--- src/design/uirq_pkg.sv ---
// Package for the serial-port interrupt routing block.
// Assumes a 32-bit AXI4-Lite register bus.
package uirq_pkg;
  localparam logic [7:0] MODE_OFS   = 8'hf0;
  localparam logic [7:0] STAT_OFS   = 8'hf4;
  localparam logic [7:0] MASK_OFS   = 8'hf8;
  localparam logic [7:0] PINS_OFS   = 8'hfc;
  localparam logic [7:0] MODE_RST   = 8'h00;
  localparam logic [3:0] IRQ_RST    = 4'h0;
  localparam int         MIDI_BIT   = 0;
  localparam int         HS_BIT     = 1;
  localparam int         SHARE_BIT  = 7;
  localparam logic [7:0] MODE_WMASK = 8'h83;
  localparam logic [1:0] RESP_OKAY  = 2'b00;
  localparam logic [1:0] RESP_SLVERR = 2'b10;

  typedef struct packed {
    logic gate;
    logic req;
  } uirq_port_t;

  typedef struct packed {
    logic o;
    logic oe;
  } uirq_pin_t;
endpackage

--- src/design/uirq_route.sv ---
// Mode register and interrupt pin routing for two serial ports.
// Assumes AXI4-Lite master, port requests synchronous to aclk.
// Behaviour
// - Mode bit 0 enables MIDI support; reset value 0.
// - Mode bit 1 enables high-speed operation; reset value 0.
// - Share bit 0: each pin follows only its own port.
// - Share bit 1: both pins show the combined gated request.
// - Unshared pin floats when gate is 0, else shows the request.
// - Sharing with two routed lines asserts both on either request.
//
// Register access over AXI4-Lite was chosen for this implementation.
`timescale 1ns/1ps
`default_nettype none
module uirq_route
  import uirq_pkg::*;
(
  input  wire logic        aclk,
  input  wire logic        aresetn,
  input  wire logic [7:0]  s_axi_awaddr,
  input  wire logic        s_axi_awvalid,
  output logic             s_axi_awready,
  input  wire logic [31:0] s_axi_wdata,
  input  wire logic [3:0]  s_axi_wstrb,
  input  wire logic        s_axi_wvalid,
  output logic             s_axi_wready,
  output logic [1:0]       s_axi_bresp,
  output logic             s_axi_bvalid,
  input  wire logic        s_axi_bready,
  input  wire logic [7:0]  s_axi_araddr,
  input  wire logic        s_axi_arvalid,
  output logic             s_axi_arready,
  output logic [31:0]      s_axi_rdata,
  output logic [1:0]       s_axi_rresp,
  output logic             s_axi_rvalid,
  input  wire logic        s_axi_rready,
  input  wire uirq_port_t  serial_port_one,
  input  wire uirq_port_t  serial_port_two,
  output uirq_pin_t        irq_pin_one,
  output uirq_pin_t        irq_pin_two,
  output logic             midi_en,
  output logic             high_speed_en,
  output logic             irq
);
  logic [7:0] mode_ff;
  logic [3:0] stat_ff;
  logic [3:0] mask_ff;
  logic       aw_ff, w_ff;
  logic [7:0] awaddr_ff;
  logic [31:0] wdata_ff;
  logic [3:0] wstrb_ff;
  uirq_pin_t  pin1_ff, pin2_ff;
  logic       irq_ff, midi_ff, hs_ff;
  logic [1:0] prev_req_ff;

  // Pin routing
  wire share     = mode_ff[SHARE_BIT];
  wire req1      = serial_port_one.gate & serial_port_one.req;
  wire req2      = serial_port_two.gate & serial_port_two.req;
  wire any_gate  = serial_port_one.gate | serial_port_two.gate;
  wire any_req   = req1 | req2;
  // Shared mode drives both lines with the OR; tolerated by design
  wire nxt_o1    = share ? any_req  : req1;
  wire nxt_oe1   = share ? any_gate : serial_port_one.gate;
  wire nxt_o2    = share ? any_req  : req2;
  wire nxt_oe2   = share ? any_gate : serial_port_two.gate;

  // Events: rise of each gated request, request with gate closed per port
  wire [1:0] cur_req = {req2, req1};
  wire [3:0] events  = {~serial_port_two.gate & serial_port_two.req,
                        ~serial_port_one.gate & serial_port_one.req,
                        cur_req & ~prev_req_ff};

  // Register bus decode
  wire wr_go   = aw_ff & w_ff & ~s_axi_bvalid;
  wire wr_mode = wr_go & (awaddr_ff == MODE_OFS) & wstrb_ff[0];
  wire wr_stat = wr_go & (awaddr_ff == STAT_OFS) & wstrb_ff[0];
  wire wr_mask = wr_go & (awaddr_ff == MASK_OFS) & wstrb_ff[0];
  wire wr_ok   = (awaddr_ff == MODE_OFS) | (awaddr_ff == STAT_OFS) |
                 (awaddr_ff == MASK_OFS) | (awaddr_ff == PINS_OFS);
  wire rd_go   = s_axi_arvalid & s_axi_arready;
  wire rd_ok   = (s_axi_araddr == MODE_OFS) | (s_axi_araddr == STAT_OFS) |
                 (s_axi_araddr == MASK_OFS) | (s_axi_araddr == PINS_OFS);
  wire [7:0] rd_byte =
    (s_axi_araddr == MODE_OFS) ? mode_ff :
    (s_axi_araddr == STAT_OFS) ? {4'h0, stat_ff} :
    (s_axi_araddr == MASK_OFS) ? {4'h0, mask_ff} :
    (s_axi_araddr == PINS_OFS) ? {4'h0, pin2_ff.oe, pin2_ff.o,
                                  pin1_ff.oe, pin1_ff.o} : 8'h00;

  // Reserved bits held at zero regardless of what is written
  wire [7:0] nxt_mode = wr_mode ? (wdata_ff[7:0] & MODE_WMASK) : mode_ff;
  wire [3:0] nxt_stat = events | (stat_ff & ~(wr_stat ? wdata_ff[3:0]
                                                       : 4'h0));
  wire [3:0] nxt_mask = wr_mask ? wdata_ff[3:0] : mask_ff;

  always_ff @(posedge aclk) begin
    if (!aresetn) begin
      mode_ff <= MODE_RST;
      stat_ff <= IRQ_RST;
      mask_ff <= IRQ_RST;
      prev_req_ff <= 2'b00;
    end else begin
      mode_ff <= nxt_mode;
      stat_ff <= nxt_stat;
      mask_ff <= nxt_mask;
      prev_req_ff <= cur_req;
    end
  end

  always_ff @(posedge aclk) begin
    if (!aresetn) begin
      pin1_ff <= '0;
      pin2_ff <= '0;
      irq_ff  <= 1'b0;
      midi_ff <= 1'b0;
      hs_ff   <= 1'b0;
    end else begin
      pin1_ff <= '{o: nxt_o1, oe: nxt_oe1};
      pin2_ff <= '{o: nxt_o2, oe: nxt_oe2};
      irq_ff  <= |(nxt_stat & nxt_mask);
      midi_ff <= nxt_mode[MIDI_BIT];
      hs_ff   <= nxt_mode[HS_BIT];
    end
  end

  // Write channel: address and data taken in either order
  always_ff @(posedge aclk) begin
    if (!aresetn) begin
      aw_ff <= 1'b0;
      w_ff  <= 1'b0;
      awaddr_ff <= 8'h00;
      wdata_ff  <= 32'h0000_0000;
      wstrb_ff  <= 4'h0;
      s_axi_bvalid <= 1'b0;
      s_axi_bresp  <= RESP_OKAY;
    end else begin
      if (s_axi_awvalid && s_axi_awready) begin
        aw_ff <= 1'b1;
        awaddr_ff <= s_axi_awaddr;
      end
      if (s_axi_wvalid && s_axi_wready) begin
        w_ff <= 1'b1;
        wdata_ff <= s_axi_wdata;
        wstrb_ff <= s_axi_wstrb;
      end
      if (wr_go) begin
        aw_ff <= 1'b0;
        w_ff  <= 1'b0;
        s_axi_bvalid <= 1'b1;
        s_axi_bresp  <= wr_ok ? RESP_OKAY : RESP_SLVERR;
      end else if (s_axi_bready) begin
        s_axi_bvalid <= 1'b0;
      end
    end
  end

  assign s_axi_awready = ~aw_ff & ~s_axi_bvalid;
  assign s_axi_wready  = ~w_ff & ~s_axi_bvalid;

  always_ff @(posedge aclk) begin
    if (!aresetn) begin
      s_axi_rvalid <= 1'b0;
      s_axi_rdata  <= 32'h0000_0000;
      s_axi_rresp  <= RESP_OKAY;
    end else if (rd_go) begin
      s_axi_rvalid <= 1'b1;
      s_axi_rdata  <= {24'h000000, rd_byte};
      s_axi_rresp  <= rd_ok ? RESP_OKAY : RESP_SLVERR;
    end else if (s_axi_rready) begin
      s_axi_rvalid <= 1'b0;
    end
  end

  assign s_axi_arready = ~s_axi_rvalid;
  assign irq_pin_one   = pin1_ff;
  assign irq_pin_two   = pin2_ff;
  assign midi_en       = midi_ff;
  assign high_speed_en = hs_ff;
  assign irq           = irq_ff;
endmodule
`default_nettype wire

--- config.mk ---
export PLATFORM = sky130hd
export DESIGN_NAME = uirq_route
export DESIGN_NICKNAME = d
export VERILOG_FILES = /design/src/design/uirq_pkg.sv /design/src/design/uirq_route.sv
export SDC_FILE = /design/constraint.sdc
export NUM_CORES = 1
export LEC_CHECK = 0
export BUFFER_PORTS_ARGS = -buffer_cell sky130_fd_sc_hd__buf_2
export CORE_ASPECT_RATIO = 1.1
export CORE_UTILIZATION = 35
export CTS_CLUSTER_DIAMETER = 150
export DETAILED_ROUTE_END_ITERATION = 8
export PLACE_DENSITY = 0.66
export SYNTH_ARGS = -nofsm -noshare
export SYNTH_HDL_FRONTEND = slang
export SYNTH_SLANG_ARGS = --single-unit
--- constraint.sdc ---
create_clock -name aclk -period 2.05 [get_ports aclk]
set_clock_uncertainty 0.1 [all_clocks]
set_input_delay 0.205 -clock aclk [delete_from_list [all_inputs] [get_ports aclk]]
set_output_delay 0.205 -clock aclk [all_outputs]
set_load 0.02 [all_outputs]
==> summary.md <==
| Metric | Value |
|---|---|
| Outcome | `complete, but fails checks` |
| Violated checks | `setup timing` |
| Initial antenna violation count | `0` |
| Initial drt markers | `37` |
| Cell taking the most area after synthesis | `dfxtp_1` |
| Io pins | `111` |
| Max VDD drop | `0.000305 V` |
| Clk_lat worst skew | `290 ps` |
| Routed Antenna Nets | `0` |
| CORE AREA | `0.00540 mm2` |
| Chip Width | `73.3 um` |
| Max-cap violations | `0` |
| Via Count | `1543` |
| Primary FF master, synth | `dfxtp_1` |
| DRC Markers | `0` |
| Gr usage total | `14.0%` |
| P&R area growth vs syn | `19.9%` |
| Ratio of cells with drive above 1 in the final layout | `28.6%` |
| Critical-path top delay cell | `or4_4` |
| Critical path arrival | `2210 ps` |
| Share of the synthesized area in the top cell type | `44.0%` |
| Top sig layer | `met4` |
| Sequential share of the synthesized area | `44.0%` |
| Unique cell type count in the Yosys netlist | `37` |
| FP Rows | `28` |
| Sink Count | `43` |
| Largest net degree at the start of global routing | `37` |
| Post-route setup slack | `-86.3 ps` |
| Worst endpoint required time | `2120 ps` |
| CP Cell Sequence | `nand3b_4 -> or4_4 -> mux2_4 -> a21boi_1 -> o41a_1` |
| Worst Path Max Fanout | `3` |
| R2r startpoint | `s_axi_bvalid$_SDFFE_PN0P_` |
| Deepest clock path buffer count | `2` |
| DRT Pass-1 Iters | `4` |
| Worst setup EP type | `register` |
| Critical path class | `reg -> reg` |
| Worst-path clk slew | `70 ps` |
| Seq cells post-synth | `43` |
| Period minus WS final | `2140 ps` |
| Routed wire length | `3860 um` |
| Worst Setup SP | `s_axi_bvalid$_SDFFE_PN0P_` |
| Cell Pwr Density | `705 mW/mm2` |
| Nature of the critical path startpoint | `register` |
| Tcrit/Tclk final | `104%` |
| CP bufs+invs | `0` |
| H-tree depth | `2` |
| Asr flop ratio synth | `0%` |
| Maximum clock rate | `468 MHz` |
| Grt ovf | `0` |
| Finished Cell Area | `0.00234 mm2` |
| IO Port Bufs | `51` |
| Final setup vio count | `1` |
| CTS tree | `done` |
| DR vias/cell | `4.40` |
| Final instance count without filler cells | `351` |
| WL met3 | `243 um` |
| Post-synth top cells | `dfxtp_1, buf_4, nor2_1` |
| Final Hold Fails | `0` |
| Vert. Die Dim | `80.4 um` |
| Cell area after synthesis | `0.00196 mm2` |
| HP Class | `in -> reg` |
| Cell family with most CP delay | `simple AND/OR/NAND/NOR gates` |
| Initial core utilization | `36.2%` |
| Util after Layout | `43.5%` |
| RSZ-0062 raised after global routing | `yes` |
| Placed cell count | `342` |
| Top cells by area, synth | `dfxtp_1, buf_4, a21oi_1, mux2i_1, nor2_1` |
| Post-synth EDFFs | `0` |
| # Post-CTS Setup Buffers | `0` |
| Synth Area per Inst | `9.14 um2` |
| Cts bufs inserted | `5` |
| Worst Hold Launch | `s_axi_awaddr[1]` |
| Die ar. | `0.00589 mm2` |
| Most common cell in the netlist | `dfxtp_1` |
| Final HPWL DP | `2950 um` |
| Pwr Total | `1.65 mW` |
| Root buf cell | `clkbuf_8` |
| Placed inst area | `0.00224 mm2` |
| N_diodes | `0` |
| First-pass GRT wire length | `6140 um` |
| Worst slack, placed | `-60.4 ps` |
| Nets@finish | `338` |
| Final Slew Violations | `0` |
| Vias in the first global route | `1354` |
| GP Congestion | `0.711` |
| DR WL/cell | `11.0 um` |
| Slowest stage delay, CP | `580 ps` |
| Synth warn | `0` |
| P_leak | `1.08 nW` |
| Met2 WL | `1760 um` |
| M1 WL | `1790 um` |
| Post-synthesis cell count | `214` |
-- where the power goes --
group | total [mW] | switching [mW] | internal (mW)
clock network | 0.508 | 0.269 | 0.239
registers | 0.897 | 0.0240 | 0.873
logic | 0.247 | 0.157 | 0.0900
-- state kept, by name, summed over array words and instances (netlist names), 2 cells and up --
register and flops:
awaddr_ff 8, irq_pin_one 2, irq_pin_two 2, mask_ff 4
mode_ff 3, prev_req_ff 2, s_axi_rdata 5, stat_ff 4
wdata_ff 5
-- what timing repair did --
item	in CTS	in global routing
endpoints found under the hold margin	1	0
setup endpoints to repair	1	1
gates resized for setup	0	3
hold buffers	1	0
pin swaps	2	2
-- cell families (layout without fill, tap and decap cells) --
logic type / after synthesis / after routing / share of synthesized area, %
buffers and inverters: 41 / 75 / 13.8
muxes: 16 / 16 / 10.1
and+or+nand+nor: 73 / 73 / 19.4
AOI/OAI and AO/OA: 40 / 40 / 12.5
other: 1 / 29 / 0.192
DFF: 43 / 43 / 44.0
-- cell type report --
type | instances | area, um2
inverters | 5 | 18.8
repair buffers | 62 | 344
clock buffers | 7 | 76.3
fillers | 555 | 3050
flip-flops and latches | 43 | 865
well taps | 75 | 93.8
clock inverters | 1 | 5.00
multi-input cells | 158 | 942
-- cells in the final DEF, fill, tap and decap left out, types with 2 or more instances in the layout --
master / count
o21ai_0: 5
mux4_2: 2
a21oi_1: 20
buf_4: 9
a22o_1: 2
a21boi_1: 2
inv_1: 4
nand2b_1: 4
and2_1: 2
buf_2: 51
a211oi_1: 2
dfxtp_1: 42
nor2b_1: 3
a22oi_1: 5
conb_1: 29
and3_1: 2
clkbuf_1: 2
nor2_1: 23
mux2i_1: 9
a21o_1: 2
nand4_1: 5
mux2_2: 2
or2_0: 2
nand2_1: 20
nor4b_1: 2
nand3b_1: 2
clkbuf_8: 5
mux2_4: 2
nor3_1: 2
-- layer usage --
layer | track usage (%) | vias up
met4 | 5.88 | 0
met3 | 4.14 | 8
met5 | 0 | -
met1 | 17.4 | 684
met2 | 22.3 | 56
li1 | - | 795
-- worst register-to-register path: cells and delay by family, from the launching register on --
family          cells  cell delay [ps]
simple gates        2              720
compound gates      2              530
flops               1              340
mux                 1              320
-- stage by stage --
step                hold slack, ps  TNS [ps]
CTS                           32.0     -64.8
global route                  36.4      -121
floorplan                      204      -118
detailed placement             297     -60.4
finish                        43.5     -86.3
global placement               293     -52.5
-- final timing paths --
| kind | slack (ps) | cells past startpoint | end |
|---|---|---|---|
| setup / recovery | -90 | 5 | irq$_SDFF_PN0_ |
| hold / removal | 40 | 3 | awaddr_ff[1]$_SDFFE_PN0P_ |
| setup reg to reg | -90 | 5 | irq$_SDFF_PN0_ |
| hold reg to reg | 350 | 2 | awaddr_ff[1]$_SDFFE_PN0P_ |
Note: power is estimated with default switching activity, not from simulation.
